`src/design/swc_pkg.sv`:
```
// Shared constants and types of the sleep and wake-up controller.
package swc_pkg;
	// Register byte offsets.
	localparam logic [7:0] ADDR_CTRL   = 8'h00;
	localparam logic [7:0] ADDR_STATUS = 8'h04;
	localparam logic [7:0] ADDR_WDT    = 8'h08;
	// Control fields.
	localparam int CTRL_WDT_EN  = 0;
	localparam int CTRL_RC_OSC  = 1;
	localparam int CTRL_GIE     = 2;
	localparam int CTRL_IEN_LSB = 8;
	localparam logic [31:0] CTRL_RESET = 32'h0000_0001;
	// Status fields.
	localparam int STAT_PD_BIT    = 3;
	localparam int STAT_TO_BIT    = 4;
	localparam int STAT_STATE_LSB = 5;
	localparam int STAT_NOP_BIT   = 7;
	// Interrupt sources; only the low eight run without phase clocks.
	localparam int NUM_IRQ = 9;
	localparam logic [8:0] WAKE_MASK = 9'h0FF;
	localparam logic [12:0] IRQ_VECTOR = 13'h0004;
	localparam logic [12:0] PC_STEP = 13'h0001;
	// Watchdog counts ticks of its own RC clock.
	localparam int WDT_W = 8;
	localparam logic [7:0] WDT_TIMEOUT = 8'hFF;
	// Oscillator start-up time, in oscillator periods.
	localparam int OSC_PERIOD_NS = 10;
	localparam int CLK_PERIOD_NS = 10;
	localparam int OST_TOSC = 1024;
	localparam int OST_CYCLES =
		(OST_TOSC * OSC_PERIOD_NS + CLK_PERIOD_NS - 1) / CLK_PERIOD_NS;
	localparam int OST_W = 11;
	typedef enum logic [1:0] {
		SWC_RUN    = 2'b00,
		SWC_SLEEP  = 2'b01,
		SWC_OST    = 2'b11,
		SWC_RESUME = 2'b10
	} swc_state_e;
	typedef struct packed {
		logic [7:0] level;
		logic [7:0] oe;
	} swc_io_s;
endpackage : swc_pkg

```
`src/design/swc_sleep_wakeup_control.sv`:
```
// Power-down controller: sleep entry, watchdog, wake-up and start-up delay.
//
// Operation
// - Only the sleep instruction puts the device into power-down.
// - Entry clears watchdog count, clears power-down flag, sets time-out flag.
// - Entry stops the oscillator driver and the phase clocks.
// - Pins keep their drive state throughout power-down.
// - Wake on master clear, watchdog time-out or enabled wake interrupt.
// - Master clear resets the device; other wakes resume execution.
// - A watchdog wake clears the time-out flag.
// - Power-down flag is set at power-up, cleared by an executed sleep.
// - Only the listed asynchronous peripheral interrupts can wake the device.
// - Phase-clocked peripherals cannot interrupt while asleep.
// - The sleep instruction prefetches the next program address.
// - A source wakes only if enabled, whatever the global enable.
// - After wake run the prefetched instruction, then vector if enabled.
// - Enabled pending flag before sleep makes sleep a no-operation.
// - Interrupt during or after sleep: full sleep effects, then wake.
// - Wake holds for 1024 oscillator periods except in RC mode; a master clear wake skips the delay here.
// - The watchdog runs from its own RC clock during power-down.
// - Watchdog time-out asleep wakes; awake it resets the device.
//
// Decided for this implementation: the register addresses and the APB interface to the registers.
`timescale 1ns/1ps
module swc_sleep_wakeup_control (
	// Clock and reset
	input  wire logic                   pclk,
	input  wire logic                   presetn,
	// APB slave
	input  wire logic                   psel,
	input  wire logic                   penable,
	input  wire logic                   pwrite,
	input  wire logic [7:0]             paddr,
	input  wire logic [31:0]            pwdata,
	output logic      [31:0]            prdata,
	output logic                        pready,
	output logic                        pslverr,
	// Processor core
	input  wire logic                   sleep_instr,
	input  wire logic                   watchdog_kick_instr,
	input  wire logic [12:0]            program_counter,
	input  wire swc_pkg::swc_io_s       core_io,
	output logic                        core_reset_n,
	output logic                        osc_run,
	output logic                        phase_clk_run,
	output logic [12:0]                 prefetch_addr,
	output logic                        prefetch_valid,
	output logic                        resume_pulse,
	output logic                        vector_req,
	output logic [12:0]                 branch_addr,
	output logic                        sleep_as_nop,
	output logic                        powerdown_flag_n,
	output logic                        watchdog_expiry_flag_n,
	output logic                        global_irq_enable,
	// Wake sources and pins
	input  wire logic [8:0]             irq_flags,
	input  wire logic                   master_clear_n,
	input  wire logic                   wdt_rc_clk,
	output swc_pkg::swc_io_s            pin_io
);
	function automatic logic irq_hit(input logic [8:0] f,
		input logic [8:0] en, input logic [8:0] m);
		irq_hit = |(f & en & m);
	endfunction : irq_hit

	function automatic logic [12:0] pc_next(input logic [12:0] pc);
		pc_next = pc + swc_pkg::PC_STEP;
	endfunction : pc_next

	// Pin synchronisers.
	logic master_clear_n_s1, master_clear_n_s2;
	logic rc_s1, rc_s2, rc_s3;
	always_ff @(posedge pclk or negedge presetn) begin
		if (!presetn) begin
			master_clear_n_s1 <= 1'b1;
			master_clear_n_s2 <= 1'b1;
			rc_s1   <= 1'b0;
			rc_s2   <= 1'b0;
			rc_s3   <= 1'b0;
		end else begin
			master_clear_n_s1 <= master_clear_n;
			master_clear_n_s2 <= master_clear_n_s1;
			rc_s1   <= wdt_rc_clk;
			rc_s2   <= rc_s1;
			rc_s3   <= rc_s2;
		end
	end

	logic master_clear_n_ok;
	logic wdt_tick;
	assign master_clear_n_ok = master_clear_n_s2;
	assign wdt_tick = rc_s2 & ~rc_s3;

	// Control register and its fields.
	logic [31:0] ctrl;
	logic        wdt_en, rc_mode;
	logic [8:0]  irq_en;
	assign wdt_en  = ctrl[swc_pkg::CTRL_WDT_EN];
	assign rc_mode = ctrl[swc_pkg::CTRL_RC_OSC];
	assign irq_en  = ctrl[swc_pkg::CTRL_IEN_LSB +: swc_pkg::NUM_IRQ];

	// Main state.
	swc_pkg::swc_state_e state, next_state;
	logic [swc_pkg::WDT_W-1:0] wdt_count, next_wdt_count;
	logic [swc_pkg::OST_W-1:0] ost_cnt, next_ost_cnt;
	logic next_pd_n, next_to_n, next_core_reset_n;
	logic next_osc_run, next_phase_run;
	logic [12:0] next_prefetch_addr, next_branch_addr;
	logic next_prefetch_valid, next_resume, next_vector, next_nop;
	swc_pkg::swc_io_s next_pin_io;
	logic pend_run, wake_irq, wdt_expire, enter_sleep;

	// Flags gated with enables combinationally, so no phase clock is needed.
	assign pend_run = irq_hit(irq_flags, irq_en, {swc_pkg::NUM_IRQ{1'b1}});
	assign wake_irq = irq_hit(irq_flags, irq_en, swc_pkg::WAKE_MASK);
	assign wdt_expire = wdt_en && wdt_tick && (wdt_count == swc_pkg::WDT_TIMEOUT);
	assign enter_sleep = master_clear_n_ok && state == swc_pkg::SWC_RUN &&
		sleep_instr && !pend_run;

	always_comb begin
		next_state          = state;
		next_wdt_count      = wdt_count;
		next_ost_cnt        = ost_cnt;
		next_pd_n           = powerdown_flag_n;
		next_to_n           = watchdog_expiry_flag_n;
		next_core_reset_n   = 1'b1;
		next_prefetch_addr  = prefetch_addr;
		next_prefetch_valid = prefetch_valid;
		next_branch_addr    = branch_addr;
		next_resume         = 1'b0;
		next_vector         = 1'b0;
		next_nop            = 1'b0;
		if (wdt_en && wdt_tick)
			next_wdt_count = wdt_count + 1'b1;
		if (watchdog_kick_instr)
			next_wdt_count = '0;
		if (wdt_expire)
			next_to_n = 1'b0;
		if (!master_clear_n_ok) begin
			// Master clear always wins and restarts the core from reset.
			next_state          = swc_pkg::SWC_RUN;
			next_core_reset_n   = 1'b0;
			next_wdt_count      = '0;
			next_prefetch_valid = 1'b0;
		end else begin
			case (state)
				swc_pkg::SWC_RUN: begin
					if (wdt_expire)
						next_core_reset_n = 1'b0;
					if (sleep_instr && pend_run) begin
						next_nop = 1'b1;
					end else if (sleep_instr) begin
						next_state          = swc_pkg::SWC_SLEEP;
						next_wdt_count      = '0;
						next_pd_n           = 1'b0;
						next_to_n           = 1'b1;
						next_prefetch_addr  = pc_next(program_counter);
						next_prefetch_valid = 1'b1;
					end
				end
				swc_pkg::SWC_SLEEP: begin
					// An interrupt raised in the entry cycle is seen here.
					if (wake_irq || wdt_expire) begin
						if (rc_mode)
							next_state = swc_pkg::SWC_RESUME;
						else begin
							next_state   = swc_pkg::SWC_OST;
							next_ost_cnt = swc_pkg::OST_W'(swc_pkg::OST_CYCLES - 1);
						end
					end
				end
				swc_pkg::SWC_OST: begin
					if (ost_cnt == '0)
						next_state = swc_pkg::SWC_RESUME;
					else
						next_ost_cnt = ost_cnt - 1'b1;
				end
				swc_pkg::SWC_RESUME: begin
					next_state          = swc_pkg::SWC_RUN;
					next_resume         = 1'b1;
					next_vector         = global_irq_enable;
					next_branch_addr    = swc_pkg::IRQ_VECTOR;
					next_prefetch_valid = 1'b0;
				end
				default: next_state = swc_pkg::SWC_RUN;
			endcase
		end
		if (enter_sleep)
			next_wdt_count = '0;
		next_osc_run   = next_state != swc_pkg::SWC_SLEEP;
		next_phase_run = next_state == swc_pkg::SWC_RUN;
		// Pins follow the core only while it runs; otherwise they are frozen.
		next_pin_io = (next_state == swc_pkg::SWC_RUN) ? core_io : pin_io;
	end

	always_ff @(posedge pclk or negedge presetn) begin
		if (!presetn) begin
			state                  <= swc_pkg::SWC_RUN;
			wdt_count              <= '0;
			ost_cnt                <= '0;
			powerdown_flag_n       <= 1'b1;
			watchdog_expiry_flag_n <= 1'b1;
			core_reset_n           <= 1'b0;
			osc_run                <= 1'b1;
			phase_clk_run          <= 1'b1;
			prefetch_addr          <= '0;
			prefetch_valid         <= 1'b0;
			branch_addr            <= '0;
			resume_pulse           <= 1'b0;
			vector_req             <= 1'b0;
			sleep_as_nop           <= 1'b0;
			pin_io                 <= '0;
		end else begin
			state                  <= next_state;
			wdt_count              <= next_wdt_count;
			ost_cnt                <= next_ost_cnt;
			powerdown_flag_n       <= next_pd_n;
			watchdog_expiry_flag_n <= next_to_n;
			core_reset_n           <= next_core_reset_n;
			osc_run                <= next_osc_run;
			phase_clk_run          <= next_phase_run;
			prefetch_addr          <= next_prefetch_addr;
			prefetch_valid         <= next_prefetch_valid;
			branch_addr            <= next_branch_addr;
			resume_pulse           <= next_resume;
			vector_req             <= next_vector;
			sleep_as_nop           <= next_nop;
			pin_io                 <= next_pin_io;
		end
	end

	// APB slave: one wait state, then pready with registered data.
	logic [31:0] next_ctrl, next_prdata;
	logic        next_pready, next_pslverr, next_gie, acc, mapped;
	assign acc = psel && penable && !pready;
	assign mapped = paddr == swc_pkg::ADDR_CTRL ||
		paddr == swc_pkg::ADDR_STATUS || paddr == swc_pkg::ADDR_WDT;

	always_comb begin
		next_ctrl    = ctrl;
		next_pready  = acc;
		next_pslverr = acc && !mapped;
		next_prdata  = '0;
		if (acc && !pwrite) begin
			case (paddr)
				swc_pkg::ADDR_CTRL:   next_prdata = ctrl;
				swc_pkg::ADDR_STATUS: begin
					next_prdata[swc_pkg::STAT_PD_BIT] = powerdown_flag_n;
					next_prdata[swc_pkg::STAT_TO_BIT] = watchdog_expiry_flag_n;
					next_prdata[swc_pkg::STAT_STATE_LSB +: 2] = state;
					next_prdata[swc_pkg::STAT_NOP_BIT] = sleep_as_nop;
				end
				swc_pkg::ADDR_WDT: next_prdata[swc_pkg::WDT_W-1:0] = wdt_count;
				default: next_prdata = '0;
			endcase
		end
		// Writes land at the edge where pready is sampled high.
		if (psel && penable && pready && pwrite && paddr == swc_pkg::ADDR_CTRL)
			next_ctrl = pwdata;
		next_gie = next_ctrl[swc_pkg::CTRL_GIE];
	end

	always_ff @(posedge pclk or negedge presetn) begin
		if (!presetn) begin
			ctrl              <= swc_pkg::CTRL_RESET;
			prdata            <= '0;
			pready            <= 1'b0;
			pslverr           <= 1'b0;
			global_irq_enable <= 1'b0;
		end else begin
			ctrl              <= next_ctrl;
			prdata            <= next_prdata;
			pready            <= next_pready;
			pslverr           <= next_pslverr;
			global_irq_enable <= next_gie;
		end
	end
endmodule : swc_sleep_wakeup_control

```
`config.mk`:
```
export PLATFORM = sky130hd
export DESIGN_NAME = swc_sleep_wakeup_control
export DESIGN_NICKNAME = d
export VERILOG_FILES = /design/src/design/swc_pkg.sv /design/src/design/swc_sleep_wakeup_control.sv
export SDC_FILE = /design/constraint.sdc
export NUM_CORES = 1
export LEC_CHECK = 0
export BUFFER_PORTS_ARGS = -buffer_cell sky130_fd_sc_hd__buf_2
export CORE_ASPECT_RATIO = 0.6
export CORE_UTILIZATION = 46
export CTS_BUF_LIST = sky130_fd_sc_hd__clkbuf_16
export CTS_CLUSTER_DIAMETER = 60
export DETAILED_ROUTE_END_ITERATION = 16
export PLACE_DENSITY = 0.76
export SLEW_MARGIN = 10
export SYNTH_ARGS = -nofsm -noshare
export SYNTH_HDL_FRONTEND = slang
export SYNTH_SLANG_ARGS = --single-unit
```
`constraint.sdc`:
```
create_clock -name pclk -period 2 [get_ports pclk]
set_clock_uncertainty 0.15 [all_clocks]
set_input_delay 0.3 -clock pclk [delete_from_list [all_inputs] [get_ports pclk]]
set_output_delay 0.3 -clock pclk [all_outputs]
set_load 0.1 [all_outputs]
```
==> metrics.cfg, run 1 <==
[status]
status=complete, but fails checks
failed_checks=setup timing

[finish]
final_area_um2=8180
antenna_cells=0
utilization=0.709
syn2layout_area_growth_pct=47.4
instances_no_fill=875
drive_above_1_share=0.455
nNetsFinal=792

[timing]
min_period_over_period=1.13
slew_headroom=0.654
timing.hold.ws_ns=0.0639
hold_viol=0
fmax_mhz=444
grt_setup_unrepaired=true
slew_viol_final=0
tns_ns=-6.38
layout_setup_ws_ns=-0.252
worstMarginPinSlew_ns=0.523
finalSetupViolations=33
fin_crit_ns=2.25

[detailed_routing]
drc=0
highest_layer=met4
antenna_violating_nets_post_route=0
viasPerCell=4.98
vias=4359
routed_wl_um=14100
route.met2.wl_um=6780
drt_iter0_drc=217
firstDrtPassIters=4
wl_per_cell_um=16.1
met3_length_um=780
wl_met1_um=6360

[clock_tree]
cts_buffers=17
clockBufferDepth=2
clk_latency_ns=0.41
path_clk_slew_ns=0.06
clockRootBuffer=clkbuf_16
clkSinkCount=131
cts_tree=built
htreeDepth=4

[placed_design]
dp_hpwl_um=9100
dp.cells=778
portBuffers=160
gp_congestion=0.859
postPlaceCellArea_um2=6800
pre_cts_ws_ns=-0.235

[yosys]
synth_seq_cells=131
syn-cell-area_um2=5550
yosys-top-cells-count=124 x dfrtp_1, 60 x mux2_2, 33 x nor2_1
synth.most_common_cell=dfrtp_1
synth_top_cell_by_area=dfrtp_1
yosysTopAreaCellShare=0.560
synth_edf_count=0
synth_area_leaders=dfrtp_1 56%, mux2_2 12%, dfstp_2 3.3%
synthCells=440
synth_ff_type=dfrtp_1
yosysSeqAreaShare=0.593
synth_cell_type_count=57
async_flop_share=1.00
synth_area_per_cell_um2=12.6
yosys_warnings=0

[worst_setup_path]
worstReg2RegStart=ctrl[16]
cp_data_arrival_time_ns=2.40
reg2reg_to=pin_io[13]
start_kind=register
ff2ff_path_depth=7
critPathMaxStageDelay_ns=0.40
worstPathMaxFanout=5
path_cells=a222oi_1 -> buf_4 -> nand4_4 -> o31ai_4 -> buf_12 -> buf_12 -> mux2_2
slowest_stage=a222oi_1
critPathKind=register to register
worstSetupEndpointType=register
r2r_setup_slack_ns=-0.25
worst_ep_required_time_ns=2.15
startpoint=ctrl[16]
cpMostUsedCell=buf_12

[worst_hold_path]
hold_class=input port to register
min_path_cells=2
hold_path.startpoint=psel
whs_endpoint=pready

[floorplanning]
start_util=0.481
core_um2=11500
fp-row-count=30
pin_count=173
die-area_um2=12500
die_h_um=87.0
die_x_um=144

[power]
power_leakage_nw=4.09
p_per_area_nw_per_um2=914
ir_worst_vdd_v=0.000630
power_mw=7.47

[global_routing]
grt_start_max_net_pins=49
grt_overflow=0
groute.usage.overall=0.240
antenna_found_initial=0
grt_pass1_wl_um=22500
grt_pass1_vias=4550

[flow_run]
cap_violations=0

==> registers in the layout, indices dropped and copies added, names as in the netlist, 2 cells and up <==
signal,count
ctrl,31
prefetch_addr,13
state,2
ost_cnt,11
pin_io,16
prdata,32
wdt_count,8
==> worst max-delay path: cells and delay by family, from the launching register on <==
family / cells / cell delay, ns
buf+inv: 3 / 0.47
mux: 1 / 0.33
simple gates: 1 / 0.14
compound gates: 2 / 0.65
flops: 1 / 0.39
==> layer usage <==
metal / vias to the layer above / GRT usage
met3: 21 / 0.0671
li1: 2050 / -
met2: 134 / 0.398
met5: - / 0
met4: 0 / 0.0919
met1: 2154 / 0.302
==> area by class of cell <==
cell class / count / area [um2]
clock buffers: 17 / 425
clock inverters: 15 / 148
fillers: 757 / 3350
inverters: 11 / 41.3
multi-input cells: 283 / 2260
flip-flops and latches: 131 / 3290
well taps: 160 / 200
repair buffers: 258 / 1810
==> logic make-up (layout without fill, tap and decap cells) <==
group                    Yosys count  after routing  synth area share
AND/OR/NAND/NOR                  140            140             0.141
other                              1             12          0.000676
adder cells (fa/ha/maj)            3              3           0.00677
multiplexers                      70             70             0.140
AO/OA/AOI/OAI                     38             38            0.0508
flip-flops                       131            131             0.593
XOR/XNOR                          20             20            0.0316
buffers and inverters             37            301            0.0361
==> cells in the final DEF, fill, tap and decap left out, types with 2 or more instances in the layout <==
| cell | n |
|---|---|
| o31ai_4 | 2 |
| inv_6 | 5 |
| xor2_1 | 12 |
| nor2_1 | 32 |
| nand4_1 | 6 |
| clkinv_4 | 5 |
| dfstp_2 | 7 |
| o21ai_0 | 6 |
| buf_2 | 159 |
| mux2i_1 | 10 |
| nor4_1 | 5 |
| mux2_2 | 35 |
| and2_1 | 25 |
| conb_1 | 12 |
| nor3b_1 | 2 |
| nor3_1 | 15 |
| mux2_4 | 25 |
| a22oi_1 | 4 |
| ha_1 | 2 |
| xnor2_1 | 8 |
| and3_1 | 6 |
| inv_1 | 8 |
| or2_2 | 2 |
| dlygate4sd3_1 | 54 |
| buf_4 | 32 |
| clkbuf_16 | 18 |
| nor2b_1 | 2 |
| or3_1 | 2 |
| inv_2 | 3 |
| clkinvlp_4 | 2 |
| buf_12 | 7 |
| a21oi_1 | 8 |
| nand3_1 | 10 |
| nand2_1 | 16 |
| buf_6 | 4 |
| dfrtp_1 | 123 |
| and3b_1 | 2 |
| a31oi_1 | 3 |
==> report_power, final <==
group / internal, mW / switching (mW) / total [mW]
clock: 1.74 / 1.24 / 2.98
sequential: 2.78 / 0.0779 / 2.86
combinational: 0.438 / 1.20 / 1.64
==> how the worst max path moves through the flow <==
stage                     cells after the start                to  slack [ns]
after floorplan                               5        pin_io[10]       -0.20
after detailed placement                      7         pin_io[5]       -0.23
after global placement                        7  prefetch_addr[3]       -0.22
after global routing                          7         pin_io[4]       -0.31
after CTS                                     7        pin_io[12]       -0.23
final                                         7        pin_io[13]       -0.25
==> repair_timing <==
item	in CTS	in global routing
hold endpoints to repair	96	0
endpoints found under the setup margin	36	44
setup buffers	5	4
hold buffers	54	0
gates resized for setup	22	12
pin swaps	3	6
gates cloned	1	1
Note: power is estimated with default switching activity, not from simulation.
==> run 2, diff against run 1 <==
--- a/config.mk
+++ b/config.mk
@@ -9,5 +9,4 @@
 export CORE_ASPECT_RATIO = 0.6
 export CORE_UTILIZATION = 46
-export CTS_BUF_LIST = sky130_fd_sc_hd__clkbuf_16
 export CTS_CLUSTER_DIAMETER = 60
 export DETAILED_ROUTE_END_ITERATION = 16
--- a/constraint.sdc
+++ b/constraint.sdc
@@ -3,3 +3,3 @@
 set_input_delay 0.3 -clock pclk [delete_from_list [all_inputs] [get_ports pclk]]
 set_output_delay 0.3 -clock pclk [all_outputs]
-set_load 0.1 [all_outputs]
+set_load 0.02 [all_outputs]
==> metrics.cfg, run 2 (synthesis gave the netlist of run 1 again) <==
[finish]
instances_no_fill=873  ; -0.23%
fillers=806  ; +6.5%
reg.largest.list=prdata x32, ctrl x31, pin_io x16
nNetsFinal=790  ; -0.25%
layout_commonest_cell=buf_2
final_area_um2=8190  ; +0.23%
antenna_cells=0  ; unchanged
largest_reg_flops=32  ; unchanged
largest_register=prdata
drive_above_1_share=0.457  ; +0.00268
syn2layout_area_growth_pct=47.8
utilization=0.711  ; +0.00163
final_cell_mix=159 x buf_2, 124 x dfrtp_1, 53 x dlygate4sd3_1, 34 x buf_4, 32 x mux2_2

[worst_setup_path]
start_kind=register
reg2reg_to=pin_io[2]
worstPathMaxFanout=5  ; unchanged
critPathKind=register to register
r2r_setup_slack_ns=-0.19  ; +0.06 ns
startpoint=ctrl[16]
worst_ep_required_time_ns=2.13  ; -0.02 ns
ff2ff_path_depth=7  ; unchanged
path_cells=a222oi_1 -> buf_4 -> nand4_4 -> o31ai_4 -> buf_12 -> clkbuf_16 -> mux2_4
critPathMaxStageDelay_ns=0.38  ; -0.02 ns
crit_end=pin_io[2]
worstSetupEndpointType=register
cp.depth=7  ; unchanged
cp_data_arrival_time_ns=2.32  ; -0.08 ns
worstReg2RegStart=ctrl[16]
path_buf_inv=3  ; unchanged
crit_family=compound AO/OA/AOI/OAI gates
slowest_stage=dfrtp_1

[power]
ir_worst_vdd_v=0.000693  ; +10%
power_leakage_nw=4.11  ; +0.52%
p_per_area_nw_per_um2=845  ; -7.6%

[flow_run]
cap_violations=0  ; unchanged

[clock_tree]
path_clk_slew_ns=0.06  ; about the same
clockBufferDepth=2  ; unchanged
clkSinkCount=131  ; unchanged
htreeDepth=4  ; unchanged
clk_latency_ns=0.41  ; about the same
cts_buffers=17  ; unchanged
clockRootBuffer=clkbuf_16
cts_tree=built

[detailed_routing]
drc=0  ; unchanged
firstDrtPassIters=4  ; unchanged
drt_iter0_drc=285  ; +31%
routed_wl_um=14000  ; -0.50%
viasPerCell=4.99  ; +0.11%
vias=4354  ; -0.11%
antenna_violating_nets_post_route=0  ; unchanged
wl_per_cell_um=16.1  ; -0.28%

[global_routing]
grt_pass1_wl_um=21800  ; -3.3%
groute.usage.overall=0.233  ; -0.00739
grt_start_max_net_pins=45  ; -8.2%
grt_pass1_vias=4340  ; -4.6%
grt_overflow=0  ; unchanged
antenna_found_initial=0  ; unchanged

[timing]
grt_setup_unrepaired=true
min_period_over_period=1.10  ; -0.0303
finalSetupViolations=30  ; -9.1%
hold_viol=0  ; unchanged
slew_viol_final=0  ; unchanged
fin_crit_ns=2.19  ; -0.0606 ns
layout_setup_ws_ns=-0.191  ; +0.0606 ns
fmax_mhz=456  ; +2.8%

[floorplanning]
fp-row-count=30  ; unchanged
die_h_um=87.0  ; unchanged
core_um2=11500  ; unchanged
die_x_um=144  ; unchanged
die-area_um2=12500  ; unchanged
start_util=0.481  ; unchanged
pin_count=173  ; unchanged

[status]
status=complete, but fails checks
failed_checks=setup timing

[worst_hold_path]
hold_path.startpoint=psel
hold_class=input port to register

[placed_design]
portBuffers=160  ; unchanged
pre_cts_ws_ns=-0.267  ; -0.0325 ns
dp.cells=777  ; -0.13%
dp_hpwl_um=9180  ; +0.93%
postPlaceCellArea_um2=6780  ; -0.37%
gp_congestion=0.841  ; -2.0%

[run 2: changes by cell type in the layout (fill, tap and decap cells not counted), sizes merged]
| cell | delta |
|---|---|
| buf | -1 |
| bufinv | +2 |
| clkbuf | +1 |
| clkinvlp | -1 |
| dlygate4sd3 | -1 |
| inv | -2 |
[run 2: where the power goes]
| part | total (mW) | switching [mW] | internal [mW] |
|---|---|---|---|
| clock network | 3.20 | 1.19 | 2.01 |
| registers | 2.86 | 0.0805 | 2.78 |
| logic | 0.864 | 0.428 | 0.436 |
[run 2: worst min-delay path by stage]
| stage | to | slack, ns | depth (start not counted) |
|---|---|---|---|
| after floorplan | branch_addr[2] | -0.15 | 0 |
| after global routing | pslverr | 0.04 | 3 |
| after global placement | prdata[18] | 0.1 | 1 |
| after CTS | pslverr | 0.004 | 3 |
| after detailed placement | prdata[18] | 0.10 | 1 |
| final | pslverr | 0.07 | 3 |
[run 2: stage by stage]
step                      hold WS (ns)  power, mW  setup TNS [ns]
after floorplan                 -0.146       3.27           -3.13
after global placement          0.0972       3.57           -6.07
after detailed placement         0.104       3.59           -6.72
after CTS                      0.00410       6.95           -4.30
after global routing            0.0437       7.19           -6.14
final                           0.0716       6.92           -3.50
[run 2: worst register-to-register path: cells and delay by family (launching register included)]
kind | cells | cell delay [ns]
simple gates | 1 | 0.13
mux | 1 | 0.30
buf+inv | 3 | 0.51
flops | 1 | 0.38
compound gates | 2 | 0.59
[run 2: per-layer routing]
metal / vias to the layer above / GRT usage / part of all wire
met1: 2159 / 0.304 / 0.45
li1: 2042 / - / -
met3: 19 / 0.0572 / 0.053
met4: 0 / 0.0658 / 0.013
met5: - / 0 / 0
met2: 134 / 0.388 / 0.49
[run 2: timing repair]
action / in CTS / in global routing
resized for setup: 18 / 18
endpoints found under the setup margin: 36 / 60
buffers inserted: 4 / 5
pin swaps: 4 / 6
hold endpoints to repair: 92 / 0
gates cloned: 1 / 1
hold buffers: 53 / 0
[run 2: cell type report]
class / count / area (um2) / area share
flip-flops and latches: 131 / 3290 / 0.401
multi-input cells: 283 / 2270 / 0.277
repair buffers: 256 / 1780 / 0.217
clock buffers: 18 / 439 / 0.0536
well taps: 160 / 200 / 0.0244
clock inverters: 14 / 178 / 0.0217
inverters: 11 / 41.3 / 0.00504
